==> src/dual_rx_diag_consts.svh <==
/*
 * Constants of the dual receiver diagnostic memory: two-wire device
 * addresses, byte offsets inside the monitoring areas, bit positions and
 * signal-loss detector timing.
 * Assumes clk_sys at 40 MHz; included by bare name.
 */
`ifndef DUAL_RX_DIAG_CONSTS_SVH
`define DUAL_RX_DIAG_CONSTS_SVH

// ==================================================================
// two-wire device addresses (8-bit form, write direction)
// ==================================================================
`define ID_AREA_ADDR        8'hA0
`define MON_FIRST_ADDR_DEF  8'hA2
`define MON_SECOND_ADDR_DEF 8'hA4

// ==================================================================
// monitoring area byte offsets
// ==================================================================
`define OFS_TEMP_MSB        8'h60
`define OFS_TEMP_LSB        8'h61
`define OFS_VCC_MSB         8'h62
`define OFS_VCC_LSB         8'h63
`define OFS_RXPWR_MSB       8'h68
`define OFS_RXPWR_LSB       8'h69
`define OFS_RX_STATUS       8'h6E
`define BIT_SIGNAL_ABSENT   1

// ==================================================================
// identification area contents
// ==================================================================
`define ID_BYTE0_OFS        8'h00
`define ID_BYTE0_VAL        8'h80
`define ID_BYTE1_OFS        8'h01
`define ID_BYTE1_VAL        8'h04
`define ID_BYTE2_OFS        8'h02
`define ID_BYTE2_VAL        8'h80
`define ID_ENC_OFS          8'h0B
`define ID_ENC_VAL          8'h03
`define ID_RATE_OFS         8'h0C
`define ID_RATE_VAL         8'h1E
`define ID_LENGTH_OFS       8'h0F
`define ID_LENGTH_VAL       8'h64
`define ID_OPTIONS_OFS      8'h41
`define ID_OPTIONS_VAL      8'h02

// ==================================================================
// signal-loss detector: transitions counted per observation window
// ==================================================================
`define CLK_PERIOD_NS       25
`define LOSS_WINDOW_NS      10000
`define LOSS_WINDOW_CYC     (`LOSS_WINDOW_NS / `CLK_PERIOD_NS)
`define LOSS_ASSERT_EDGES   10'h008
`define LOSS_CLEAR_EDGES    10'h010

`endif

==> src/dual_rx_diag_pkg.sv <==
/*
 * Types of the dual receiver diagnostic memory.
 * Assumes nothing beyond the constants header.
 */
package dual_rx_diag_pkg;

   // ==================================================================
   // two-wire slave states
   // ==================================================================
   typedef enum logic [2:0] {
      SL_IDLE, SL_ADDR, SL_ADDR_ACK, SL_PTR, SL_PTR_ACK, SL_READ, SL_READ_ACK
   } slave_state_t;

   typedef enum logic [1:0] {
      AREA_ID, AREA_FIRST, AREA_SECOND
   } area_t;

   // calibrated monitor words, already in final units
   typedef struct packed {
      logic [15:0] temperature;
      logic [15:0] supply;
      logic [15:0] rxPowerFirst;
      logic [15:0] rxPowerSecond;
   } diag_words_t;

endpackage

==> src/dual_rx_diag_memory.sv <==
/*
 * Two-wire diagnostic and identification memory of a dual optical receiver:
 * identification area, one monitoring area per receiver, and the
 * transition-based signal-loss detectors that drive the status pins.
 * Assumes calibrated monitor words from the analog front end on clk_sys,
 * and asynchronous pin inputs (bus lines, quantized receive data).
 */
// Overview of operation
// - each receiver's signal-absent pin is low while usable light is present and high when it is not.
// - signal loss is judged by counting data transitions, i.e. the ac activity, not the average level.
// - loss thresholds are fixed constants the host cannot change.
// - byte 110 bit 1 of each monitoring area mirrors that receiver's signal-absent state.
// - a 256-byte identification area answers at bus address A0h.
// - each receiver has its own 256-byte monitoring area, at A2h and A4h by default.
// - temperature, supply and received power are reported as already calibrated words.
// - a factory build option may move the monitoring pair to another address pair.
`timescale 1ns/1ps
`include "dual_rx_diag_consts.svh"

module dual_rx_diag_memory
   import dual_rx_diag_pkg::*;
#(
   parameter logic [7:0] MON_FIRST_ADDR = `MON_FIRST_ADDR_DEF   // factory address option
)(
   input  wire logic        clk_sys,                            // 40 MHz system clock
   input  wire logic        rst_n,                              // synchronous reset, active low
   input  wire logic        sclIn,                              // two-wire clock pin
   input  wire logic        sdaIn,                              // two-wire data pin, input
   output logic             sdaOut,                             // two-wire data pin, output level
   output logic             sdaOe,                              // two-wire data pin, drive enable
   input  wire logic [1:0]  rxDataIn,                           // quantized receive data per receiver
   input  diag_words_t      diagWords,                          // calibrated monitor words
   output logic [1:0]       receiverSignalAbsentPin             // signal-absent pins, high on loss
);

   // ==================================================================
   // pin synchronisers and filtered bus levels
   // ==================================================================
   logic [2:0]   sclSync_r;
   logic [2:0]   sdaSync_r;
   logic         sclF_r;
   logic         sdaF_r;
   logic         sclPrev_r;
   logic         sdaPrev_r;

   always_ff @(posedge clk_sys) begin
      if (!rst_n) begin
         sclSync_r <= 3'h7;
         sdaSync_r <= 3'h7;
         sclF_r    <= 1'b1;
         sdaF_r    <= 1'b1;
         sclPrev_r <= 1'b1;
         sdaPrev_r <= 1'b1;
      end else begin
         sclSync_r <= {sclSync_r[1:0], sclIn};
         sdaSync_r <= {sdaSync_r[1:0], sdaIn};
         if (sclSync_r[1] == sclSync_r[2]) begin
            sclF_r <= sclSync_r[2];
         end
         if (sdaSync_r[1] == sdaSync_r[2]) begin
            sdaF_r <= sdaSync_r[2];
         end
         sclPrev_r <= sclF_r;
         sdaPrev_r <= sdaF_r;
      end
   end

   logic sclRise;
   logic sclFall;
   logic busStart;
   logic busStop;

   assign sclRise  = sclF_r & ~sclPrev_r;
   assign sclFall  = ~sclF_r & sclPrev_r;
   assign busStart = sclF_r & sclPrev_r & sdaPrev_r & ~sdaF_r;
   assign busStop  = sclF_r & sclPrev_r & ~sdaPrev_r & sdaF_r;

   // ==================================================================
   // signal-loss detectors, one per receiver
   // ==================================================================
   wire logic [1:0] lossState_r;   // gathered per-receiver loss flops, one driver per bit

   genvar gi;
   generate
      for (gi = 0; gi < 2; gi = gi + 1) begin : gLoss
         logic [2:0]  dSync_r;
         logic        dLast_r;
         logic [9:0]  edgeCnt_r;
         logic [15:0] winCnt_r;
         logic        lossBit_r;

         always_ff @(posedge clk_sys) begin
            if (!rst_n) begin
               dSync_r        <= 3'h0;
               dLast_r        <= 1'b0;
               edgeCnt_r      <= 10'h000;
               winCnt_r       <= 16'h0000;
               lossBit_r      <= 1'b1;
            end else begin
               dSync_r <= {dSync_r[1:0], rxDataIn[gi]};
               if (dSync_r[1] == dSync_r[2]) begin
                  dLast_r <= dSync_r[2];
               end
               if (winCnt_r == 16'(`LOSS_WINDOW_CYC - 1)) begin
                  winCnt_r  <= 16'h0000;
                  edgeCnt_r <= 10'h000;
                  // hysteresis between fixed assert and clear levels
                  if (edgeCnt_r < `LOSS_ASSERT_EDGES) begin
                     lossBit_r <= 1'b1;
                  end else if (edgeCnt_r >= `LOSS_CLEAR_EDGES) begin
                     lossBit_r <= 1'b0;
                  end
               end else begin
                  winCnt_r <= winCnt_r + 16'h0001;
                  // count ac transitions only, saturating
                  if ((dSync_r[1] == dSync_r[2]) && (dSync_r[2] != dLast_r) && (edgeCnt_r != 10'h3FF)) begin
                     edgeCnt_r <= edgeCnt_r + 10'h001;
                  end
               end
            end
         end
         assign lossState_r[gi] = lossBit_r;
      end
   endgenerate

   assign receiverSignalAbsentPin = lossState_r;

   // ==================================================================
   // byte read mux
   // ==================================================================
   function automatic logic [7:0] readByte(input area_t area, input logic [7:0] ofs,
                                           input diag_words_t w, input logic [1:0] loss);
      logic [7:0]  res;
      logic [15:0] pwr;
      res = 8'h00;
      pwr = (area == AREA_FIRST) ? w.rxPowerFirst : w.rxPowerSecond;
      if (area == AREA_ID) begin
         case (ofs)
            `ID_BYTE0_OFS:   res = `ID_BYTE0_VAL;
            `ID_BYTE1_OFS:   res = `ID_BYTE1_VAL;
            `ID_BYTE2_OFS:   res = `ID_BYTE2_VAL;
            `ID_ENC_OFS:     res = `ID_ENC_VAL;
            `ID_RATE_OFS:    res = `ID_RATE_VAL;
            `ID_LENGTH_OFS:  res = `ID_LENGTH_VAL;
            `ID_OPTIONS_OFS: res = `ID_OPTIONS_VAL;
            default:         res = 8'h00;
         endcase
      end else begin
         case (ofs)
            `OFS_TEMP_MSB:  res = w.temperature[15:8];
            `OFS_TEMP_LSB:  res = w.temperature[7:0];
            `OFS_VCC_MSB:   res = w.supply[15:8];
            `OFS_VCC_LSB:   res = w.supply[7:0];
            `OFS_RXPWR_MSB: res = pwr[15:8];
            `OFS_RXPWR_LSB: res = pwr[7:0];
            `OFS_RX_STATUS: res[`BIT_SIGNAL_ABSENT] = (area == AREA_FIRST) ? loss[0] : loss[1];
            default:        res = 8'h00;
         endcase
      end
      return res;
   endfunction

   // ==================================================================
   // two-wire slave
   // ==================================================================
   slave_state_t state_r;
   area_t        area_r;
   logic [7:0]   shift_r;
   logic [3:0]   bitCnt_r;
   logic [7:0]   ptr_r;
   logic [7:0]   txByte_r;
   logic         isRead_r;
   logic         hostAck_r;
   logic         sdaOe_r;
   logic [7:0]   monSecondAddr;
   logic [7:0]   curByte;
   logic [7:0]   nextByte;

   assign monSecondAddr = MON_FIRST_ADDR + 8'h02;
   // snapshot taken as the first byte of a read starts, so the status is current
   assign curByte = readByte(area_r, ptr_r, diagWords, lossState_r);
   // byte after the pointer, for sequential reads
   assign nextByte = readByte(area_r, ptr_r + 8'h01, diagWords, lossState_r);

   always_ff @(posedge clk_sys) begin
      if (!rst_n) begin
         state_r   <= SL_IDLE;
         area_r    <= AREA_ID;
         shift_r   <= 8'h00;
         bitCnt_r  <= 4'h0;
         ptr_r     <= 8'h00;
         txByte_r  <= 8'h00;
         isRead_r  <= 1'b0;
         hostAck_r <= 1'b0;
         sdaOe_r   <= 1'b0;
      end else if (busStop) begin
         state_r <= SL_IDLE;
         sdaOe_r <= 1'b0;
      end else if (busStart) begin
         state_r  <= SL_ADDR;
         bitCnt_r <= 4'h0;
         sdaOe_r  <= 1'b0;
      end else begin
         if (sclRise) begin
            shift_r   <= {shift_r[6:0], sdaF_r};
            hostAck_r <= ~sdaF_r;
            if (bitCnt_r != 4'h8) begin
               bitCnt_r <= bitCnt_r + 4'h1;
            end
         end
         if (sclFall) begin
            case (state_r)
               SL_ADDR: begin
                  if (bitCnt_r == 4'h8) begin
                     isRead_r <= shift_r[0];
                     if ({shift_r[7:1], 1'b0} == `ID_AREA_ADDR) begin
                        area_r <= AREA_ID;
                        state_r <= SL_ADDR_ACK;
                        sdaOe_r <= 1'b1;
                     end else if ({shift_r[7:1], 1'b0} == MON_FIRST_ADDR) begin
                        area_r <= AREA_FIRST;
                        state_r <= SL_ADDR_ACK;
                        sdaOe_r <= 1'b1;
                     end else if ({shift_r[7:1], 1'b0} == monSecondAddr) begin
                        area_r <= AREA_SECOND;
                        state_r <= SL_ADDR_ACK;
                        sdaOe_r <= 1'b1;
                     end else begin
                        state_r <= SL_IDLE;
                     end
                  end
               end
               SL_ADDR_ACK: begin
                  bitCnt_r <= 4'h0;
                  if (isRead_r) begin
                     state_r  <= SL_READ;
                     txByte_r <= curByte;
                     sdaOe_r  <= ~curByte[7];
                  end else begin
                     state_r <= SL_PTR;
                     sdaOe_r <= 1'b0;
                  end
               end
               SL_PTR: begin
                  if (bitCnt_r == 4'h8) begin
                     ptr_r   <= shift_r;
                     state_r <= SL_PTR_ACK;
                     sdaOe_r <= 1'b1;
                  end
               end
               SL_PTR_ACK: begin
                  // later write bytes are acknowledged and each one reloads the pointer; nothing else is written
                  bitCnt_r <= 4'h0;
                  state_r  <= SL_PTR;
                  sdaOe_r  <= 1'b0;
               end
               SL_READ: begin
                  if (bitCnt_r == 4'h8) begin
                     state_r <= SL_READ_ACK;
                     sdaOe_r <= 1'b0;
                  end else begin
                     sdaOe_r <= ~txByte_r[3'(4'h7 - bitCnt_r)];
                  end
               end
               SL_READ_ACK: begin
                  bitCnt_r <= 4'h0;
                  if (hostAck_r) begin
                     // sequential read: next byte, wrapping in the 256-byte area
                     ptr_r    <= ptr_r + 8'h01;
                     txByte_r <= nextByte;
                     sdaOe_r  <= ~nextByte[7];
                     state_r  <= SL_READ;
                  end else begin
                     ptr_r   <= ptr_r + 8'h01;
                     state_r <= SL_IDLE;
                  end
               end
               default: begin
                  state_r <= SL_IDLE;
                  sdaOe_r <= 1'b0;
               end
            endcase
         end
      end
   end

   assign sdaOut = 1'b0;
   assign sdaOe  = sdaOe_r;

endmodule // dual_rx_diag_memory

==> config.mk <==
export PLATFORM = sky130hd
export DESIGN_NAME = dual_rx_diag_memory
export DESIGN_NICKNAME = d
export VERILOG_FILES = /design/src/dual_rx_diag_pkg.sv /design/src/dual_rx_diag_memory.sv
export VERILOG_INCLUDE_DIRS = /design/src
export SDC_FILE = /design/constraint.sdc
export NUM_CORES = 1
export LEC_CHECK = 0
export BUFFER_PORTS_ARGS = -buffer_cell sky130_fd_sc_hd__buf_2
export CORE_MARGIN = 2
export CORE_UTILIZATION = 35
export CTS_CLUSTER_DIAMETER = 60
export DETAILED_ROUTE_END_ITERATION = 8
export PLACE_DENSITY = 0.5
export SLEW_MARGIN = 20
export SYNTH_ARGS = -nofsm -noshare
export SYNTH_HDL_FRONTEND = slang
export SYNTH_SLANG_ARGS = --single-unit
export TNS_END_PERCENT = 30
==> constraint.sdc <==
create_clock -name clk_sys -period 2.5 [get_ports clk_sys]
set_clock_uncertainty 0.1 [all_clocks]
set_input_delay 0.5 -clock clk_sys [delete_from_list [all_inputs] [get_ports clk_sys]]
set_output_delay 0.5 -clock clk_sys [all_outputs]
set_load 0.01 [all_outputs]
==> results of run 1 <==
routing by layer:
metal | track usage | vias up | wire length (um)
li1 | - | 3020 | -
met1 | 0.234 | 2858 | 8170
met2 | 0.307 | 153 | 8360
met3 | 0.0381 | 20 | 766
met4 | 0.0542 | 0 | 307
met5 | 0 | - | 0
worst max-delay path: stages, from the launching register on:
cell and delay (ns):
dfxtp_4 0.38, ha_1 0.22, buf_4 0.14, buf_6 0.16, a22o_1 0.22, a221oi_2 0.26, o21ai_1 0.11, o21ai_1 0.22
a31oi_1 0.11, a21o_1 0.18, a311oi_2 0.25
registers in the layout (all words and copies together) (netlist names), 2 cells and up:
signal and count:
shift_r 8, ptr_r 8, gLoss.edgeCnt_r 20, area_r 2, state_r 3, gLoss.lossBit_r 2, sclSync_r 3, gLoss.dLast_r 2
sdaSync_r 3, bitCnt_r 4, gLoss.winCnt_r 32, gLoss.dSync_r 6, txByte_r 8
power groups by stage:
stage                     Clock (W)  Combinational [W]  Sequential [W]
after floorplan                   0          0.0000687         0.00178
after global placement            0           0.000155         0.00178
after detailed placement          0           0.000157         0.00179
after CTS                   0.00153           0.000158         0.00174
after global routing        0.00158           0.000175         0.00175
final                       0.00145           0.000158         0.00174
how the worst min path moves through the flow:
stage                 startpoint            to  slack, ns  depth (start not counted)
floorplan           sclSync_r[0]  sclSync_r[1]       0.29                          1
CTS                        sdaIn  sdaSync_r[0]       0.21                          2
detailed placement  sclSync_r[0]  sclSync_r[1]       0.30                          1
global placement    sclSync_r[0]  sclSync_r[1]       0.29                          1
global route               sdaIn  sdaSync_r[0]       0.21                          2
finish                     sdaIn  sdaSync_r[0]       0.22                          2
synthesized netlist by cell type, types with 13 or more instances:
master    count
nand3_1      28
nand2_1      83
nor3_1       15
xnor2_1      15
and3_1       16
nand2b_1     16
dfxtp_1     108
a21oi_1      36
nor2b_1      13
nor2_1       85
o21ai_0      36
clkbuf_1     34
and2_1       15
o22ai_1      18
xor2_1       29
inv_1        13
mux2i_1      24
layout make-up:
| cell class | instances | area (um2) |
|---|---|---|
| inverter | 13 | 48.8 |
| clock buffer | 9 | 225 |
| fill | 1785 | 10200 |
| multi-input combinational | 605 | 3890 |
| timing repair buffer | 138 | 885 |
| tap | 229 | 287 |
| clock inverter | 7 | 86.3 |
| sequential | 108 | 2170 |
kinds of logic (layout without fill, tap and decap cells):
group	after synthesis	count (layout)	share of synthesized area
multiplexers	28	28	0.0488
AND/OR/NAND/NOR	321	321	0.253
AO/OA/AOI/OAI	200	200	0.226
XOR/XNOR	44	44	0.0611
flip-flops	108	108	0.343
adder cells (fa/ha/maj)	11	11	0.0218
other	1	1	0.000595
buffers and inverters	64	167	0.0465
layout by cell type (no fill, tap or decap), types with 8 or more instances in the layout:
cell and count:
o21ai_0 34, nand4_1 10, nor3_1 15, a22o_1 10
o22ai_1 18, nor4_1 9, ha_1 8, buf_2 72
mux2i_1 24, and3_1 16, and2_1 15, xnor2_1 15
nor2_1 85, clkbuf_16 9, inv_1 13, o211ai_1 8
nand2_1 83, a22oi_1 10, nand3_1 26, a222oi_1 10
xor2_1 28, buf_4 63, a21oi_1 36, nor2b_1 12
nand2b_1 16, dfxtp_1 105
stage by stage:
| step | area [um2] | setup WS (ns) | total power, W | hold WS [ns] | cells |
|---|---|---|---|---|---|
| floorplan | 6300 | 0.168 | 0.00185 | 0.286 | 777 |
| global placement | 7230 | -0.101 | 0.00194 | 0.289 | 1093 |
| detailed placement | 7230 | -0.162 | 0.00194 | 0.302 | 1093 |
| CTS | 7540 | 0.0115 | 0.00343 | 0.207 | 1109 |
| global route | 7590 | -0.0396 | 0.00350 | 0.214 | 1109 |
| finish | 7590 | 0.0639 | 0.00335 | 0.221 | 1109 |
repair_timing:
| action | in CTS | in global routing |
|---|---|---|
| resized for setup | 2 | 15 |
| buffers inserted | 0 | 0 |
| pin swaps | 0 | 3 |
| setup endpoints to repair | 6 | 9 |
==> flow_summary.toml, run 1 <==
[pwr]
p_int_w = 0.00253
power.switching_w = 0.000823
p_leak_nw = 2.99
clkPwrFrac = 0.433
p_seq_frac = 0.520
power_density_mw_per_mm2 = 442
switching_share = 0.245
combPwrFrac = 0.047
ir_drop_mv = 0.365

[sta]
hold_viol_final = 0
grt_setup_unrepaired = "yes"
clock.fmax_ghz = 0.410
period_share = 0.974
fin_setup_tns_ns = 0
setup_viol = 0
relSlewSlack = 0.639
fin_crit_ns = 2.44
slew_violations = 0
worst_pin_slew_ns = 0.536

[synthesis]
syn_nets = 858
ys_seq_area_frac = 0.343
synth.distinct_cells = 76
syn_inst = 777
ys_warn_count = 0
synth_area_leader_cell = "dfxtp_1"
synthTopCellsByArea = "dfxtp_1, nor2_1, nand2_1"
yosys_register_bits = 108
async_flop_share = 0
ys.flop_type = "dfxtp_1"
synth-edff-count = 0
synth_top_area_frac = 0.343
avgSynthCellArea_um2 = 8.11
synth_area_mm2 = 0.00630

[drt]
drc = 0
drt_pass1_iterations = 5
ant_nets = 0
drt_iter0_drc = 375
via_per_inst = 5.46
routedWlPerCell_um = 15.9
vias = 6051
routed_wl_um = 17600

[global_routing]
grt_overflow = 0
grt_pass1_vias = 5738
grt_pass1_wl_um = 28900
antenna_found_initial = 0
grt_max_degree = 40
grt_usage = 0.182

[critical_path]
cp-startpoint = "ptr_r[0]"
cp-end-kind = "flip-flop"
r2r_end = "sdaOe"
crit_path_end = "sdaOe"
reg2reg_from = "ptr_r[0]"
required_ns = 2.66
reg2regPathDepth = 10
crit_path_start_kind = "flip-flop"
crit_type = "reg -> reg"
crit_fanout = 21
rrSetupSlack_ns = 0.06
arrival_ns = 2.60

[final_layout]
diodes = 0
areaGrowthSynthToFinish_pct = 20.4
drive_above_1_share = 0.213
fin_nets = 956
utilization = 0.425

[cts]
htree_levels = 3
cts_buffers = 9
root_buffer = "clkbuf_16"
hold_buffers = 0
cts_tree = "done"
path_clk_slew_ns = 0.08
clock-sinks = 108
clock_latency_ns = 0.35
cts_buffer_depth = 2

[min_path]
hold_class = "in -> reg"

[die]
rows = 49
die_height_um = 138
core-area_mm2 = 0.0178
initial_core_util = 0.353
io_pins = 74
dieArea_mm2 = 0.0191
fp.dieW_um = 138

[place]
dp_hpwl_um = 13400
gp_congestion = 0.967
portBuffers = 72

[outcome]
status = "complete, no violations"

[run]
cap_violations = 0
No activity file was read; power rests on OpenSTA's default activity.
==> inputs of run 2 (changes only) <==
Settings changed: BUFFER_PORTS_ARGS -buffer_cell sky130_fd_sc_hd__buf_2 to default, DONT_BUFFER_PORTS from default to 1, PLACE_DENSITY 0.5 to 0.47.
==> run 2 against run 1 <==
Net effect: cell count fell by 7.0%; first-iteration DRC count fell by 14%; non-clock buffer count shrank 78; worst setup slack improved by 0.033 ns; hold slack lost 0.10 ns; maximum frequency is 1.4% higher; utilization shrank 2.4 points.
==> flow_summary.toml, run 2 (synthesis gave the netlist of run 1 again) <==
[pwr]
clkPwrFrac = 0.449
p_int_w = 0.00261
switching_share = 0.212
p_leak_nw = 2.67
combPwrFrac = 0.024
power.switching_w = 0.000704
p_seq_frac = 0.526
ir_drop_mv = 0.442
power_density_mw_per_mm2 = 463

[place]
place_area_mm2 = 0.00681
dp_hpwl_um = 13200
dp_slack_ns = 0.0380
portBuffers = 0
gp_congestion = 0.919

[final_layout]
post-route-cell-area_mm2 = 0.00716
final_common_cell = "dfxtp_1"
diodes = 0
multi_input_area_mm2 = 0.00389
layout_common_cells = "dfxtp_1, nor2_1, nand2_1"
top_regs = "gLoss.winCnt_r x32, gLoss.edgeCnt_r x20"
fin_nets = 878
drive_above_1_share = 0.138
areaGrowthSynthToFinish_pct = 13.7
regArea_mm2 = 0.00217
regMostFlops = "gLoss.winCnt_r"
n_fill_cell = 1817
largest_reg_flops = 32

[sta]
worst_pin_slew_ns = 0.582
layout_setup_ws_ns = 0.0967
period_share = 0.961
fin_crit_ns = 2.40
hold_viol_final = 0
slew_violations = 0
grt_setup_unrepaired = "yes"
clock.fmax_ghz = 0.416
relSlewSlack = 0.608
setup_viol = 0

[die]
initial_core_util = 0.353
core-area_mm2 = 0.0178
io_pins = 74
fp.dieW_um = 138
rows = 49
dieArea_mm2 = 0.0191
die_height_um = 138

[drt]
routedWlPerCell_um = 16.8
routed_wl_um = 17400
via_per_inst = 5.66
drt_iter0_drc = 323
vias = 5834
drc = 0
drt_pass1_iterations = 5
ant_nets = 0

[global_routing]
grt_overflow = 0
use_met1 = 0.230
gr-usage-met3 = 0.0374
grt_pass1_vias = 5617
grt_busiest_layer = "met2"
grt_pass1_wl_um = 28500
grt_usage = 0.180
antenna_found_initial = 0
grt_max_degree = 43
grtUsageMet2 = 0.304

[cts]
path_clk_slew_ns = 0.07
htree_levels = 3
post_cts_resized = 0
cts_buffers = 9
cts_tree = "done"
hold_buffers = 0
clock_latency_ns = 0.35
clock-sinks = 108
post_cts_buffers = 0
root_buffer = "clkbuf_16"
cts_buffer_depth = 2

[critical_path]
cpLargestDelayFamily = "compound AO/OA/AOI/OAI gates"
path_cells = "ha_1 -> buf_4 -> and2_2 -> a31o_2 -> and2_2 -> buf_4 -> a22oi_1 -> o21ai_0 -> a221o_1"
crit_path_start_kind = "flip-flop"
required_ns = 2.65
arrival_ns = 2.55
slowest_stage = "dfxtp_2"
max_stage_delay_ns = 0.34
crit_fanout = 15
crit_type = "reg -> reg"
critPathBufInv = 2
cp-end-kind = "flip-flop"
rrSetupSlack_ns = 0.1

[run]
cap_violations = 0

[outcome]
status = "complete, no violations"

[min_path]
hold_class = "in -> reg"
==> run 2: cell types whose count changed in the layout (fill, tap and decap cells not counted), sizes merged <==
cell | previous run | this run
buf | 138 | 60
bufinv | 0 | 1
clkbuf | 9 | 12
clkinv | 3 | 0
clkinvlp | 0 | 2
inv | 17 | 14
==> run 2: worst paths after layout <==
kind                 from           end  cells after the start
min reg2reg  sclSync_r[0]  sclSync_r[1]                      1
max reg2reg      ptr_r[0]   txByte_r[3]                      9
min                 rst_n  sclSync_r[0]                      1
max              ptr_r[0]   txByte_r[3]                      9
==> run 2: power by group through the flow <==
stage	sequential [W]	combinational, W	clock (W)
floorplan	0.00178	0.0000687	0
global placement	0.00178	0.0000798	0
detailed placement	0.00179	0.0000811	0
CTS	0.00174	0.0000812	0.00156
global route	0.00175	0.0000893	0.00160
finish	0.00175	0.0000803	0.00149
==> run 2: layout make-up <==
type / count / area share
Clock buffer: 12 / 0.0358
Tap cell: 229 / 0.0400
Clock inverter: 4 / 0.00786
Timing Repair Buffer: 60 / 0.0646
Sequential cell: 108 / 0.302
Inverter: 13 / 0.00681
Multi-Input combinational cell: 605 / 0.542
==> run 2: worst reg2reg max path: cells and delay by family, from the launching register on <==
kind	cells	cell delay (ns)
AO/OA/AOI/OAI	4	0.85
AND/OR/NAND/NOR	2	0.47
buffers and inverters	2	0.33
flip-flops	1	0.34
adder cells (fa/ha/maj)	1	0.21
==> run 2: layer usage <==
layer | wire, um | part of all wire | up-vias
met5 | 0 | 0 | -
met4 | 370 | 0.021 | 0
met3 | 742 | 0.043 | 29
met2 | 8440 | 0.49 | 131
met1 | 7800 | 0.45 | 2822
li1 | - | - | 2852
==> run 2: metrics by stage <==
step / total power [W] / TNS (ns) / hold WS, ns / instances / utilization
2_1_floorplan: 0.00185 / 0 / 0.286 / 777 / -
3_3_place_gp: 0.00186 / 0 / 0.287 / 1015 / 0.382
3_5_place_dp: 0.00187 / 0 / 0.292 / 1015 / 0.382
4_1_cts: 0.00338 / 0 / 0.0933 / 1031 / 0.399
5_1_grt: 0.00344 / -0.0130 / 0.109 / 1031 / 0.402
6_report: 0.00332 / 0 / 0.122 / 1031 / 0.402
